[src/verilog/rfc_pkg.sv]
// Constants, register map and carrier types for the RTC flag and clock-output block
package rfc_pkg;
	localparam logic [7:0] ADDR_EXT = 8'h1D;
	localparam logic [7:0] ADDR_FLAG = 8'h1E;
	localparam logic [7:0] ADDR_CTRL = 8'h1F;
	localparam logic [7:0] ADDR_PINCTL = 8'h32;

	localparam int EXT_FSEL_HI = 7;
	localparam int EXT_FSEL_LO = 6;
	localparam int EXT_UPDATE_PERIOD_SELECT = 5;
	localparam int FLAG_UF = 5;
	localparam int FLAG_VLF = 1;
	localparam int CTRL_STOP = 6;
	localparam int CTRL_UIE = 5;
	localparam int PIN_ONE_HZ_PULSE_ENABLE = 4;
	localparam int PIN_SEL_HI = 1;
	localparam int PIN_SEL_LO = 0;

	localparam logic [7:0] EXT_RST = 8'h00;
	localparam logic [7:0] CTRL_RST = 8'h00;
	localparam logic [7:0] PINCTL_RST = 8'h00;
	localparam logic [7:0] PINCTL_MASK = 8'h17;
	localparam logic VLF_RST = 1'b1;

	localparam logic [1:0] FSEL_OFF = 2'h0;
	localparam logic [1:0] FSEL_1HZ = 2'h1;
	localparam logic [1:0] FSEL_1024 = 2'h2;
	localparam logic [1:0] FSEL_32K = 2'h3;
	localparam logic [1:0] PSEL_IRQ_B = 2'h0;
	localparam logic [1:0] PSEL_IRQ_A = 2'h1;

	localparam int CLK_PERIOD_NS = 25;
	localparam int UPD_RELEASE_NS = 7813000;
	localparam int UPD_RELEASE_CYC = UPD_RELEASE_NS / CLK_PERIOD_NS;
	localparam int OSC_HZ = 32768;
	localparam int PULSE_HIZ_US = 31250;
	localparam int DIV_W = 15;
	localparam logic [DIV_W-1:0] PULSE_HIZ_TICKS = DIV_W'((PULSE_HIZ_US * OSC_HZ + 999999) / 1000000);
	localparam int DIV_1024_BIT = 4;
	localparam int DIV_1HZ_BIT = 14;
	localparam logic [5:0] SEC_PER_MIN = 6'h3C;

	typedef struct packed {
		logic out;
		logic oe;
	} rfc_pin_s;

	typedef struct packed {
		logic rd;
		logic wr;
		logic [7:0] addr;
		logic [7:0] wdata;
	} rfc_reg_req_s;

	typedef enum logic [1:0] {
		UPD_IDLE = 2'b01,
		UPD_LOW = 2'b10
	} rfc_upd_e;
endpackage

[src/verilog/rfc_sync2.sv]
// Two-stage synchroniser for asynchronous pin levels
module rfc_sync2 #(
	parameter int WIDTH = 1
) (
	input wire logic i_clk_sys,
	input wire logic i_nrst,
	input wire logic [WIDTH-1:0] i_async,
	output logic [WIDTH-1:0] o_sync
);
	logic [WIDTH-1:0] meta_q;
	logic [WIDTH-1:0] sync_q;

	if (WIDTH < 1) begin : g_chk
		$error("rfc_sync2 needs WIDTH of at least 1");
	end

	always_ff @(posedge i_clk_sys) begin
		if (!i_nrst) begin
			meta_q <= '0;
			sync_q <= '0;
		end else begin
			meta_q <= i_async;
			sync_q <= meta_q;
		end
	end

	assign o_sync = sync_q;
endmodule

[src/verilog/rfc_prescaler.sv]
// Oscillator tick divider with second and minute update events
module rfc_prescaler
	import rfc_pkg::*;
(
	input wire logic i_clk_sys,
	input wire logic i_nrst,
	input wire logic i_osc_tick,
	input wire logic i_minute_sel,
	output logic [rfc_pkg::DIV_W-1:0] o_div,
	output logic o_update_evt
);
	logic [DIV_W-1:0] div_q;
	logic [5:0] sec_q;
	logic evt_q;
	wire sec_wrap = i_osc_tick && (div_q == {DIV_W{1'b1}});
	wire min_wrap = sec_wrap && (sec_q == SEC_PER_MIN - 6'h1);

	always_ff @(posedge i_clk_sys) begin
		if (!i_nrst) begin
			div_q <= '0;
			sec_q <= '0;
			evt_q <= 1'b0;
		end else begin
			if (i_osc_tick)
				div_q <= div_q + DIV_W'(1);
			if (min_wrap)
				sec_q <= '0;
			else if (sec_wrap)
				sec_q <= sec_q + 6'h1;
			evt_q <= i_minute_sel ? min_wrap : sec_wrap;
		end
	end

	assign o_div = div_q;
	assign o_update_evt = evt_q;
endmodule

[src/verilog/rfc_flags_clkout.sv]
// Update and voltage-low flags, interrupt pin and clock output routing
module rfc_flags_clkout #(
	parameter int RELEASE_CYC = rfc_pkg::UPD_RELEASE_CYC
) (
	input wire logic i_clk_sys,
	input wire logic i_nrst,
	input wire rfc_pkg::rfc_reg_req_s i_reg_req,
	output logic [7:0] o_reg_rdata,
	input wire logic i_osc_32k,
	input wire logic i_data_loss,
	input wire logic i_chip_sel_clkout_en_pin,
	input wire logic i_interface_select_pin,
	input wire logic i_backup_mode,
	output rfc_pkg::rfc_pin_s o_interrupt_pin_a,
	output rfc_pkg::rfc_pin_s o_interrupt_pin_b,
	output rfc_pkg::rfc_pin_s o_data_out_clock_pin
);
	import rfc_pkg::*;

	if (RELEASE_CYC < 1 || RELEASE_CYC >= (1 << 20)) begin : g_chk
		$error("RELEASE_CYC must lie between 1 and 2**20-1");
	end

	logic [3:0] pin_s;
	logic osc_d_q;
	logic loss_d_q;
	logic [DIV_W-1:0] div;
	logic upd_tick;

	logic [7:0] ext_q;
	logic [7:0] ctrl_q;
	logic [7:0] pinctl_q;
	logic uf_q;
	logic vlf_q;
	logic [7:0] rdata_q;
	rfc_upd_e state_q;
	rfc_upd_e state_d;
	logic [19:0] cnt_q;
	logic [19:0] cnt_d;
	rfc_pin_s irq_a_q;
	rfc_pin_s irq_b_q;
	rfc_pin_s do_q;

	// Pins come from outside the clock domain
	rfc_sync2 #(
		.WIDTH(4)
	) u_sync (
		.i_clk_sys(i_clk_sys),
		.i_nrst(i_nrst),
		.i_async({i_osc_32k, i_data_loss, i_chip_sel_clkout_en_pin, i_interface_select_pin}),
		.o_sync(pin_s)
	);

	wire osc_lvl = pin_s[3];
	wire loss_lvl = pin_s[2];
	wire ce_pin = pin_s[1];
	wire spi_mode = pin_s[0];
	wire osc_edge = osc_lvl && !osc_d_q;
	wire loss_rise = loss_lvl && !loss_d_q;

	rfc_prescaler u_div (
		.i_clk_sys(i_clk_sys),
		.i_nrst(i_nrst),
		.i_osc_tick(osc_edge),
		.i_minute_sel(ext_q[EXT_UPDATE_PERIOD_SELECT]),
		.o_div(div),
		.o_update_evt(upd_tick)
	);

	// Register decode
	wire wr_ext = i_reg_req.wr && (i_reg_req.addr == ADDR_EXT);
	wire wr_flag = i_reg_req.wr && (i_reg_req.addr == ADDR_FLAG);
	wire wr_ctrl = i_reg_req.wr && (i_reg_req.addr == ADDR_CTRL);
	wire wr_pinctl = i_reg_req.wr && (i_reg_req.addr == ADDR_PINCTL);

	wire clk_stop = ctrl_q[CTRL_STOP];
	wire update_irq_enable = ctrl_q[CTRL_UIE];
	wire [1:0] fsel = {ext_q[EXT_FSEL_HI], ext_q[EXT_FSEL_LO]};
	wire [1:0] psel = {pinctl_q[PIN_SEL_HI], pinctl_q[PIN_SEL_LO]};

	wire upd_evt = upd_tick && !clk_stop;
	// Writing 1 leaves the flags alone; a same-cycle event beats the clear
	wire uf_clr = wr_flag && !i_reg_req.wdata[FLAG_UF];
	wire vlf_clr = wr_flag && !i_reg_req.wdata[FLAG_VLF];
	wire uf_d = upd_evt || (uf_q && !uf_clr);
	wire vlf_d = loss_rise || (vlf_q && !vlf_clr);

	// Interrupt hold state for update events
	always_comb begin
		state_d = state_q;
		cnt_d = cnt_q;
		case (state_q)
			UPD_IDLE: begin
				if (upd_evt && update_irq_enable) begin
					state_d = UPD_LOW;
					cnt_d = 20'(RELEASE_CYC - 1);
				end
			end
			UPD_LOW: begin
				if (upd_evt && update_irq_enable) begin
					cnt_d = 20'(RELEASE_CYC - 1);
				end else if (cnt_q == 20'h0 || !update_irq_enable || uf_clr) begin
					state_d = UPD_IDLE;
				end else begin
					cnt_d = cnt_q - 20'h1;
				end
			end
			default: begin
				state_d = UPD_IDLE;
				cnt_d = 20'h0;
			end
		endcase
	end

	// Low for the rest of the second after the high-impedance phase
	wire pulse_low = pinctl_q[PIN_ONE_HZ_PULSE_ENABLE] && (div >= PULSE_HIZ_TICKS);

	// Clock source; 32768 Hz survives the stop bit, the divided ones do not
	wire force32 = ce_pin && !spi_mode && (fsel == FSEL_OFF);
	logic clk_on;
	logic clk_wave;
	always_comb begin
		clk_on = 1'b0;
		clk_wave = 1'b1;
		case (fsel)
			FSEL_1HZ: begin
				clk_on = !clk_stop;
				clk_wave = div[DIV_1HZ_BIT];
			end
			FSEL_1024: begin
				clk_on = !clk_stop;
				clk_wave = div[DIV_1024_BIT];
			end
			FSEL_32K: begin
				clk_on = 1'b1;
				clk_wave = osc_lvl;
			end
			default: begin
				clk_on = force32;
				clk_wave = osc_lvl;
			end
		endcase
	end

	// Destination pin; backup cuts the second irq pin and the data pin
	wire sel_a = !force32 && clk_on && (psel == PSEL_IRQ_A);
	wire sel_b = !force32 && clk_on && (psel == PSEL_IRQ_B) && !i_backup_mode;
	wire sel_do = (force32 || (clk_on && psel[1] && !spi_mode)) && !i_backup_mode;

	wire irq_a_low = (state_d == UPD_LOW) || pulse_low || (sel_a && !clk_wave);
	wire irq_b_low = sel_b && !clk_wave;

	logic [7:0] rdata_d;
	always_comb begin
		case (i_reg_req.addr)
			ADDR_EXT: rdata_d = ext_q;
			ADDR_FLAG: rdata_d = 8'(({7'h0, uf_q} << FLAG_UF) | ({7'h0, vlf_q} << FLAG_VLF));
			ADDR_CTRL: rdata_d = ctrl_q;
			ADDR_PINCTL: rdata_d = pinctl_q;
			default: rdata_d = 8'h00;
		endcase
	end

	always_ff @(posedge i_clk_sys) begin
		if (!i_nrst) begin
			osc_d_q <= 1'b0;
			loss_d_q <= 1'b0;
			ext_q <= EXT_RST;
			ctrl_q <= CTRL_RST;
			pinctl_q <= PINCTL_RST;
			uf_q <= 1'b0;
			vlf_q <= VLF_RST;
			state_q <= UPD_IDLE;
			cnt_q <= 20'h0;
			rdata_q <= 8'h00;
		end else begin
			osc_d_q <= osc_lvl;
			loss_d_q <= loss_lvl;
			if (wr_ext)
				ext_q <= i_reg_req.wdata;
			if (wr_ctrl)
				ctrl_q <= i_reg_req.wdata;
			if (wr_pinctl)
				pinctl_q <= i_reg_req.wdata & PINCTL_MASK;
			uf_q <= uf_d;
			vlf_q <= vlf_d;
			state_q <= state_d;
			cnt_q <= cnt_d;
			if (i_reg_req.rd)
				rdata_q <= rdata_d;
		end
	end

	// Open-drain pins drive low only while enabled
	always_ff @(posedge i_clk_sys) begin
		if (!i_nrst) begin
			irq_a_q <= '{out: 1'b0, oe: 1'b0};
			irq_b_q <= '{out: 1'b0, oe: 1'b0};
			do_q <= '{out: 1'b0, oe: 1'b0};
		end else begin
			irq_a_q <= '{out: 1'b0, oe: irq_a_low};
			irq_b_q <= '{out: 1'b0, oe: irq_b_low};
			// Undriven data pin shows 0, so a stopped output leaves no stray wave
			do_q <= '{out: clk_wave && sel_do, oe: sel_do};
		end
	end

	assign o_reg_rdata = rdata_q;
	assign o_interrupt_pin_a = irq_a_q;
	assign o_interrupt_pin_b = irq_b_q;
	assign o_data_out_clock_pin = do_q;
endmodule

[config.mk]
export PLATFORM = sky130hd
export DESIGN_NAME = rfc_flags_clkout
export DESIGN_NICKNAME = d
export VERILOG_FILES = /design/src/verilog/rfc_pkg.sv /design/src/verilog/rfc_sync2.sv /design/src/verilog/rfc_prescaler.sv /design/src/verilog/rfc_flags_clkout.sv
export SDC_FILE = /design/constraint.sdc
export NUM_CORES = 1
export LEC_CHECK = 0
export BUFFER_PORTS_ARGS = -buffer_cell sky130_fd_sc_hd__buf_2
export CORE_ASPECT_RATIO = 1.25
export CORE_MARGIN = 2
export CORE_UTILIZATION = 60
export DETAILED_ROUTE_END_ITERATION = 8
export GPL_ROUTABILITY_DRIVEN = 0
export PLACE_DENSITY = 0.8
export SLEW_MARGIN = 40
export SYNTH_ARGS = -nofsm -noshare
export SYNTH_HDL_FRONTEND = slang
export SYNTH_HIERARCHICAL = 1
export SYNTH_SLANG_ARGS = --single-unit
export TNS_END_PERCENT = 1
[constraint.sdc]
create_clock -name i_clk_sys -period 4.5 [get_ports i_clk_sys]
set_input_delay 0.675 -clock i_clk_sys [delete_from_list [all_inputs] [get_ports i_clk_sys]]
set_output_delay 0.675 -clock i_clk_sys [all_outputs]
set_load 0.05 [all_outputs]
==> qor.txt, run 1 <==
num rows -> 34
minimum clock period -> 2.43 ns
pre-CTS setup slack -> 1.78 ns
Synth area leader -> dfxtp_1
synth cell count leaders -> dfxtp_1, nand2_1, nand3_1
global route overflow -> 0
Cells after Synth -> 484
family with the most delay on the worst path -> simple AND/OR/NAND/NOR gates
DRT Pass-1 Iters -> 5
Mapped Area -> 4290 um^2
PnR worst setup slack -> 2.07 ns
async set-or-reset flop fraction in the synthesized netlist -> 0%
final setup TNS -> 0 ns
Finished Layout Cells -> 606
Nets -> 549
Critical Path End Type -> flop
slowest cell on the critical path -> or4_1
status -> completed
CTS root buf -> clkbuf_8
final cycle utilization of the critical path -> 54.1%
core area -> 6930 um^2
Clock transition at path regs -> 0.08 ns
wire per inst -> 15.9 um
number of antenna violations at the first check in global routing -> 0
pwr/cell area -> 339 nW/um^2
Die W -> 79.6 um
via count -> 3648
crit path max fanout -> 9
RSZ-0062 raised after global routing -> false
CTS tree -> yes
DP Cell Count -> 592
Post-synth EDFFs -> 0
CTS Buf Count -> 9
cells along the critical path -> nor2b_1, nand4_2, or4_1, or4_1, a21oi_1
DP Area -> 4480 um^2
hold_buf cts -> 0
Initial Util -> 61.8%
clk buf depth -> 2
Req. time, crit path -> 4.78 ns
CP most frequent cell -> or4_1
max cap viols -> 0
overall global routing resource usage -> 25.7%
Seq/Total Area, Yosys -> 41.1%
VDD IR max -> 181 uV
Fin Clk Skew -> 0.00892 ns
top cell type's share of synthesized area -> 41.1%
leakage power -> 1.69 nW
Die Y -> 98.5 um
most common cell in the netlist -> dfxtp_1
initial drt markers -> 267
Reg2Reg Setup Slack -> 2.07 ns
first-pass GRT wire length -> 16000 um
Skew-Pair Late Insertion Delay -> 0.35 ns
Critical Path Max Stage Delay -> 0.71 ns
PostCTS Resize Cnt -> 0
Slew headroom -> 56.4%
number of global-route vias before repair -> 3570
flops & latches, synth -> 88
Slew Viols, Final -> 0
DIE AREA -> 7840 um^2
Setup Viol. Count Final -> 0
layout cells sized above 1 -> 15.7%
Hold Fails Final Rpt -> 0
clock sinks -> 88
Worst Setup Path Type -> flop to flop
Final HPWL DP -> 6680 um
Design Area, Final -> 4670 um^2
slew at the pin closest to its max-slew limit -> 0.648 ns
Synth cell types -> 67
Hold Crit Class -> flop to flop
crit path DAT -> 2.71 ns
Layout area overhead -> 8.84%
antenna cells -> 0
synth warn -> 6
largest net degree at the start of global routing -> 36
Ports -> 39
nature of the critical path startpoint -> flop
I/O Buffers -> 36
H-tree depth -> 3
final WL -> 9610 um
Buf/Inv on CP -> 0
Avg Inst Size Synth -> 8.86 um^2
DRC Markers -> 0
Via density -> 6.02
ranking of synthesized cells by area -> dfxtp_1, nand2_1, nand3_1, a21boi_0, ha_1
post-CTS setup buffers -> 0
Fmax -> 411 MHz
antenna viol nets, final -> 0
prevailing post-synth register cell -> dfxtp_1
==> flip-flops by register name (all words and copies together) (netlist names) <==
signal and count:
state_q 2, u_div/sec_q 6, uf_q 1, pinctl_q 4, o_reg_rdata 8, osc_d_q 1
u_sync/o_sync 4, o_interrupt_pin_a 1, loss_d_q 1, u_div/o_div 15, vlf_q 1, cnt_q 20
o_data_out_clock_pin 2, u_sync/meta_q 4, ctrl_q 8, ext_q 8, o_interrupt_pin_b 1, u_div/o_update_evt 1
==> area by class of cell <==
cell class / instances / area [um^2]
fill: 586 / 2270
clock inverter: 3 / 43.8
inverter: 17 / 63.8
tap: 90 / 113
clock buffer: 11 / 141
timing repair buffer: 39 / 203
sequential: 88 / 1760
multi-input combinational: 358 / 2340
==> placed cells by master (no fill, tap or decap), types with 5 or more instances in the layout <==
cell / count
dfxtp_1: 88
nand2_1: 49
buf_2: 36
nand3_1: 34
nor2_1: 27
a21boi_0: 21
a21oi_1: 19
inv_1: 17
o21ai_0: 16
and2_1: 13
or4_1: 11
ha_1: 11
nand2b_1: 10
or3_1: 10
clkbuf_8: 10
a22oi_1: 9
nor2b_1: 8
nor4_1: 8
xor2_1: 8
a21boi_1: 7
nor3_1: 7
nand4_1: 6
o21a_1: 6
xnor2_1: 5
==> layer usage <==
layer / global-route usage [%] / share of wire (%) / up-vias
met5: 0 / 0 / -
met4: 11.4 / 1.2 / 0
met3: 5.49 / 5.0 / 10
met2: 43.8 / 52 / 85
met1: 30.7 / 42 / 1746
li1: - / - / 1807
==> stage by stage <==
| step | hold WS [ns] | util [%] | total power [mW] |
|---|---|---|---|
| after floorplan | 0.402 | - | 1.01 |
| after global placement | 0.418 | 64.5 | 1.06 |
| after detailed placement | 0.423 | 64.6 | 1.07 |
| after CTS | 0.440 | 67.3 | 1.59 |
| after global routing | 0.448 | 67.3 | 1.65 |
| final | 0.435 | 67.3 | 1.58 |
==> path summary, 6_finish.rpt <==
check	startpoint	endpoint	depth (start not counted)
max reg2reg	u_sync/o_sync[3]	u_div/sec_q[5]	5
min	u_sync/o_sync[0]	o_data_out_clock_pin[0]	1
min reg2reg	u_sync/o_sync[0]	o_data_out_clock_pin[0]	1
max	u_sync/o_sync[3]	u_div/sec_q[5]	5
==> power breakdown <==
part / internal [mW] / total [mW] / switching (mW)
clock: 0.266 / 0.526 / 0.260
combinational: 0.0884 / 0.239 / 0.150
sequential: 0.798 / 0.817 / 0.0193
total: 1.15 / 1.58 / 0.430
==> logic make-up after synthesis <==
| kind of cell | after synthesis | share of synthesized area (%) |
|---|---|---|
| multiplexers | 4 | 0.934 |
| other | 1 | 0.0875 |
| XOR/XNOR | 13 | 2.66 |
| adder cells (fa/ha/maj) | 11 | 3.21 |
| AND/OR/NAND/NOR | 210 | 27.5 |
| buffers and inverters | 39 | 4.52 |
| AO/OA/AOI/OAI | 118 | 20.0 |
| flip-flops | 88 | 41.1 |
Power figures use the tool's default switching activity.
==> run 2, diff against run 1 <==
Settings changed: CORE_UTILIZATION 60 to 53, PLACE_DENSITY 0.8 to 0.75.
Clock period 4.5 ns to 2.05 ns, I/O delays scaled along.
==> run 2 against run 1 <==
  * Worst hold slack got worse by 0.28 ns
  * First-iteration DRC count decreased by 29%
  * Sequential power increased by 120%
  * Largest cell class unchanged
  * Largest power group unchanged
  * Highest routed layer unchanged
==> qor.txt, run 2 (synthesized netlist as in run 1, its figures left out) <==
overall global routing resource usage -> 22.9% (-2.7 points)
layout cells sized above 1 -> 23.8% (+8.1 points)
Fin Clk Skew -> 0.00979 ns (+0.000865 ns)
antenna cells -> 0 (unchanged)
Critical Path Max Stage Delay -> 0.58 ns (-0.13 ns)
Hold WS -> 0.158 ns (-0.277 ns)
Fmax -> 502 MHz (+22%)
final setup TNS -> 0 ns (unchanged)
number of antenna violations at the first check in global routing -> 0 (unchanged)
Util after Layout -> 64.1% (-3.2 points)
RSZ-0062 raised after global routing -> true
clock sinks -> 88 (unchanged)
cells along the critical path -> ha_2, nand4_2, or4_4, or4_1, a21oi_1
wire per inst -> 15.3 um (-3.6%)
CTS root buf -> clkbuf_8
Setup Viol. Count Final -> 0 (unchanged)
Die W -> 84.4 um (+6.1%)
hold_buf cts -> 0 (unchanged)
antenna viol nets, final -> 0 (unchanged)
Largest register FFs -> 20 (unchanged)
Clock transition at path regs -> 0.08 ns (about the same)
H-tree depth -> 3 (unchanged)
Reg2Reg Setup Slack -> 0.06 ns (-2.01 ns)
most frequent cells in the layout -> dfxtp_1, nand2_1, buf_4
Via density -> 5.80 (-3.6%)
number of global-route vias before repair -> 3680 (+3.1%)
Design Area, Final -> 5030 um^2 (+7.7%)
Worst Setup Path Type -> flop to flop
clk buf depth -> 2 (unchanged)
crit path max fanout -> 5 (-4)
most common cell after layout, fill and taps aside -> dfxtp_1
Req. time, crit path -> 2.34 ns (-2.44 ns)
Hold Fails Final Rpt -> 0 (unchanged)
status -> completed
Reg with most FFs -> cnt_q
max cap viols -> 0 (unchanged)
crit path DAT -> 2.28 ns (-0.43 ns)
CTS tree -> yes
minimum clock period -> 1.99 ns (-0.442 ns)
core area -> 7840 um^2 (+13%)
Initial Util -> 54.7% (-7.1 points)
Slew Viols, Final -> 0 (unchanged)
Final HPWL DP -> 7310 um (+9.4%)
final WL -> 9920 um (+3.2%)
CTS Buf Count -> 9 (unchanged)
Skew-Pair Late Insertion Delay -> 0.35 ns (about the same)
PnR worst setup slack -> 0.0596 ns (-2.01 ns)
post-CTS setup buffers -> 0 (unchanged)
via count -> 3766 (+3.2%)
I/O Buffers -> 36 (unchanged)
VDD IR max -> 438 uV (+140%)
pwr/cell area -> 711 nW/um^2 (+110%)
DP Area -> 4790 um^2 (+6.8%)
largest net degree at the start of global routing -> 30 (-17%)
leakage power -> 1.90 nW (+13%)
area occupied by registers -> 1770 um^2 (+0.21%)
Nets -> 586 (+6.7%)
Critical Path End Type -> flop
global route overflow -> 0 (unchanged)
first-pass GRT wire length -> 16500 um (+3.1%)
nature of the critical path startpoint -> flop
Ports -> 39 (unchanged)
Hold Crit Class -> input port to flop
DRT Pass-1 Iters -> 4 (-1)
final cycle utilization of the critical path -> 97.1% (+43 points)
DIE AREA -> 8830 um^2 (+13%)
slew at the pin closest to its max-slew limit -> 0.620 ns (-0.0281 ns)
Multi-input gate area -> 2380 um^2 (+1.8%)
initial drt markers -> 190 (-29%)
DRC Markers -> 0 (unchanged)
slowest cell on the critical path -> or4_4
Layout area overhead -> 17.3%
Slew headroom -> 58.4% (+2.0 points)
Die Y -> 105 um (+6.1%)
fillers -> 676 (+15%)
num rows -> 36 (+5.9%)
pre-CTS setup slack -> -0.131 ns (-1.91 ns)
run 2: changes by cell type in the layout (fill, tap and decap cells not counted), sizes merged:
cell	previous run	this run
clkinvlp	0	1
bufinv	1	0
clkbuf	11	13
clkinv	2	1
buf	39	76
run 2: metal layers:
metal | vias to the layer above | track usage, % | part of all wire (%)
li1 | 1884 | - | -
met1 | 1803 | 26.2 | 42
met2 | 67 | 41.7 | 53
met3 | 12 | 4.03 | 3.4
met4 | 0 | 9.41 | 1.5
met5 | - | 0 | 0
run 2: report_power, final:
| group | internal [mW] | switching, mW |
|---|---|---|
| Sequential | 1.75 | 0.0389 |
| Clock | 0.565 | 0.587 |
| Combinational | 0.276 | 0.353 |
| Total | 2.59 | 0.979 |
run 2: per-stage QoR:
stage          instances  power [mW]
5_1_grt              649        3.74
6_report             649        3.57
2_1_floorplan        485        2.22
4_1_cts              649        3.58
3_3_place_gp         634        2.41
3_5_place_dp         634        2.43
run 2: cell type report:
cell class,instances,area share (%)
well taps,95,2.36
inverters,17,1.27
repair buffers,76,10.1
clock buffers,13,3.56
multi-input cells,358,47.4
clock inverters,2,0.249
flip-flops and latches,88,35.1
run 2: worst max-delay path, delay by kind of cell (launching register included):
family	cells	cell delay (ns)
simple gates	3	1.21
flops	1	0.36
compound gates	1	0.14
fa+ha+maj	1	0.21
run 2: final timing paths:
path	cells past startpoint	from	endpoint
setup / recovery	5	u_div/o_div[1]	u_div/sec_q[5]
hold / removal	2	i_interface_select_pin	u_sync/meta_q[0]
setup reg to reg	5	u_div/o_div[1]	u_div/sec_q[5]
hold reg to reg	1	u_sync/meta_q[2]	u_sync/o_sync[2]
run 2: what timing repair did:
item / in CTS / in global routing
resized for setup: 2 / 10
endpoints found under the setup margin: 2 / 10
endpoints found under the hold margin: 0 / 0
pin swaps: 0 / 2
==> run 3, diff against run 2 <==
Settings changed: PLACE_DENSITY 0.75 to 0.86.
==> run 3 against run 2 <==
  * Clock power rose by 16%
  * Critical path type unchanged
  * Via count up 4.2%
  * Flip-flop and latch count unchanged
  * Non-clock buffer count grew 3
  * Global-route usage is 2.0 points higher
  * Critical endpoint is now cnt_q[18]
  * Highest routed layer unchanged
  * Largest power group unchanged
  * Sequential power about the same
  * Die area is the same
  * First-iteration DRC count grew 4.7%
==> qor.txt, run 3 (synthesized netlist as in run 1, its figures left out) <==
max cap viols -> 0 (unchanged)
Slew headroom -> 57.9% (-0.53 points)
slew at the pin closest to its max-slew limit -> 0.628 ns (+0.00787 ns)
slowest cell on the critical path -> or4_4
Via density -> 6.02 (+3.7%)
hold_buf cts -> 0 (unchanged)
global route overflow -> 0 (unchanged)
Largest register FFs -> 20 (unchanged)
largest net degree at the start of global routing -> 25 (-17%)
Die W -> 84.4 um (unchanged)
most frequent cells in the layout -> dfxtp_1, nand2_1, buf_4
number of global-route vias before repair -> 3851 (+4.6%)
cells along the critical path -> nor4_2, nand2_1, or4_4, nor3_2, a31oi_1, o221a_2
CTS tree -> yes
Clock transition at path regs -> 0.09 ns (about the same)
Ports -> 39 (unchanged)
nature of the critical path startpoint -> flop
crit path DAT -> 2.26 ns (-0.02 ns)
core area -> 7840 um^2 (unchanged)
CTS root buf -> clkbuf_8
num rows -> 36 (unchanged)
most common cell after layout, fill and taps aside -> dfxtp_1
initial drt markers -> 199 (+4.7%)
Hold WS -> 0.152 ns (-0.00673 ns)
CTS Buf Count -> 9 (unchanged)
H-tree depth -> 3 (unchanged)
Crit. Startpoint -> cnt_q[11]
Setup Viol. Count Final -> 0 (unchanged)
DIE AREA -> 8830 um^2 (unchanged)
final WL -> 10800 um (+9.3%)
pre-CTS setup slack -> -0.129 ns (+0.00222 ns)
Nets -> 589 (+0.51%)
wire per inst -> 16.6 um (+8.8%)
Reg with most FFs -> cnt_q
layout cells sized above 1 -> 25.0% (+1.1 points)
first-pass GRT wire length -> 18100 um (+9.7%)
minimum clock period -> 2.00 ns (+0.0124 ns)
crit path max fanout -> 4 (-1)
number of antenna violations at the first check in global routing -> 0 (unchanged)
Critical Path Max Stage Delay -> 0.46 ns (-0.12 ns)
Worst Setup Path Type -> flop to flop
worst r2r src -> cnt_q[11]
status -> completed
Worst setup endpoint -> cnt_q[18]
antenna viol nets, final -> 0 (unchanged)
Fin Clk Skew -> 0.0105 ns (+0.000735 ns)
DRT Pass-1 Iters -> 7 (+3)
via count -> 3925 (+4.2%)
Req. time, crit path -> 2.31 ns (-0.03 ns)
Fmax -> 499 MHz (-0.62%)
pwr/cell area -> 752 nW/um^2 (+5.8%)
PnR worst setup slack -> 0.0472 ns (-0.0124 ns)
final cycle utilization of the critical path -> 97.7% (+0.60 points)
VDD IR max -> 598 uV (+37%)
DRC Markers -> 0 (unchanged)
Reg2Reg Setup Slack -> 0.05 ns (about the same)
R2R depth -> 6 (+1)
Initial Util -> 54.7% (unchanged)
clock sinks -> 88 (unchanged)
Final HPWL DP -> 7580 um (+3.7%)
overall global routing resource usage -> 25.0% (+2.0 points)
Die Y -> 105 um (unchanged)
Skew-Pair Late Insertion Delay -> 0.36 ns (about the same)
antenna cells -> 0 (unchanged)
Critical Path End Type -> flop
FF-to-FF End -> cnt_q[18]
I/O Buffers -> 36 (unchanged)
leakage power -> 1.92 nW (+0.87%)
clk buf depth -> 2 (unchanged)
Hold Crit Class -> input port to flop
Layout area overhead -> 18.6%
RSZ-0062 raised after global routing -> true
Slew Viols, Final -> 0 (unchanged)
Hold Fails Final Rpt -> 0 (unchanged)
[run 3: cell count changes in the layout (fill, tap and decap cells not counted), sizes merged]
| cell | change |
|---|---|
| clkinvlp | +1 |
| bufinv | +2 |
| inv | +1 |
| clkbuf | -4 |
| buf | +3 |
[run 3: worst min path at each step]
stage                                    to  slack [ns]                   start  cells past startpoint
floorplan           o_data_out_clock_pin[0]        0.40        u_sync/o_sync[0]                      1
global placement    o_data_out_clock_pin[0]        0.41        u_sync/o_sync[0]                      1
detailed placement         u_sync/o_sync[1]        0.42        u_sync/meta_q[1]                      1
CTS                        u_sync/meta_q[0]        0.15  i_interface_select_pin                      2
global route               u_sync/meta_q[2]        0.15             i_data_loss                      2
finish                     u_sync/meta_q[2]        0.15             i_data_loss                      2
[run 3: cell type report]
type,count,area [um^2]
clock buffer,9,124
multi-input combinational,358,2400
fill,606,2750
sequential,88,1770
clock inverter,6,92.6
inverter,17,63.8
tap,95,119
timing repair buffer,79,515
[run 3: metal layers]
layer	GRT usage [%]	wire length [um]
met4	11.8	314
met1	28.9	4180
met2	44.4	5820
met5	0	0
met3	3.95	528
[run 3: report_power, final]
group	internal [mW]	total, mW	switching [mW]
clock	0.686	1.33	0.648
combinational	0.310	0.692	0.382
sequential	1.75	1.79	0.0420
total	2.75	3.82	1.07
[run 3: critical path, delay by kind of cell (launching register included)]
family           cells  cell delay, ns
AO/OA/AOI/OAI        2            0.42
AND/OR/NAND/NOR      4            1.13
flip-flops           1            0.35
[run 3: timing repair]
| item | in CTS | in global routing |
|---|---|---|
| resized for setup | 3 | 15 |
| setup buffers | 0 | 2 |
| pin swaps | 0 | 4 |
| setup endpoints to repair | 3 | 11 |
| hold endpoints to repair | 0 | 0 |
[run 3: through the flow]
| stage | cells | utilization [%] | instance area [um^2] | total power [mW] | TNS (ns) |
|---|---|---|---|---|---|
| global placement | 635 | 61.0 | 4780 | 2.41 | -1.11 |
| floorplan | 485 | - | 4290 | 2.22 | -0.0146 |
| finish | 652 | 64.9 | 5080 | 3.82 | 0 |
| detailed placement | 635 | 61.1 | 4790 | 2.45 | -1.86 |
| CTS | 650 | 64.0 | 5020 | 3.76 | 0 |
| global route | 652 | 64.9 | 5080 | 3.99 | -0.0599 |
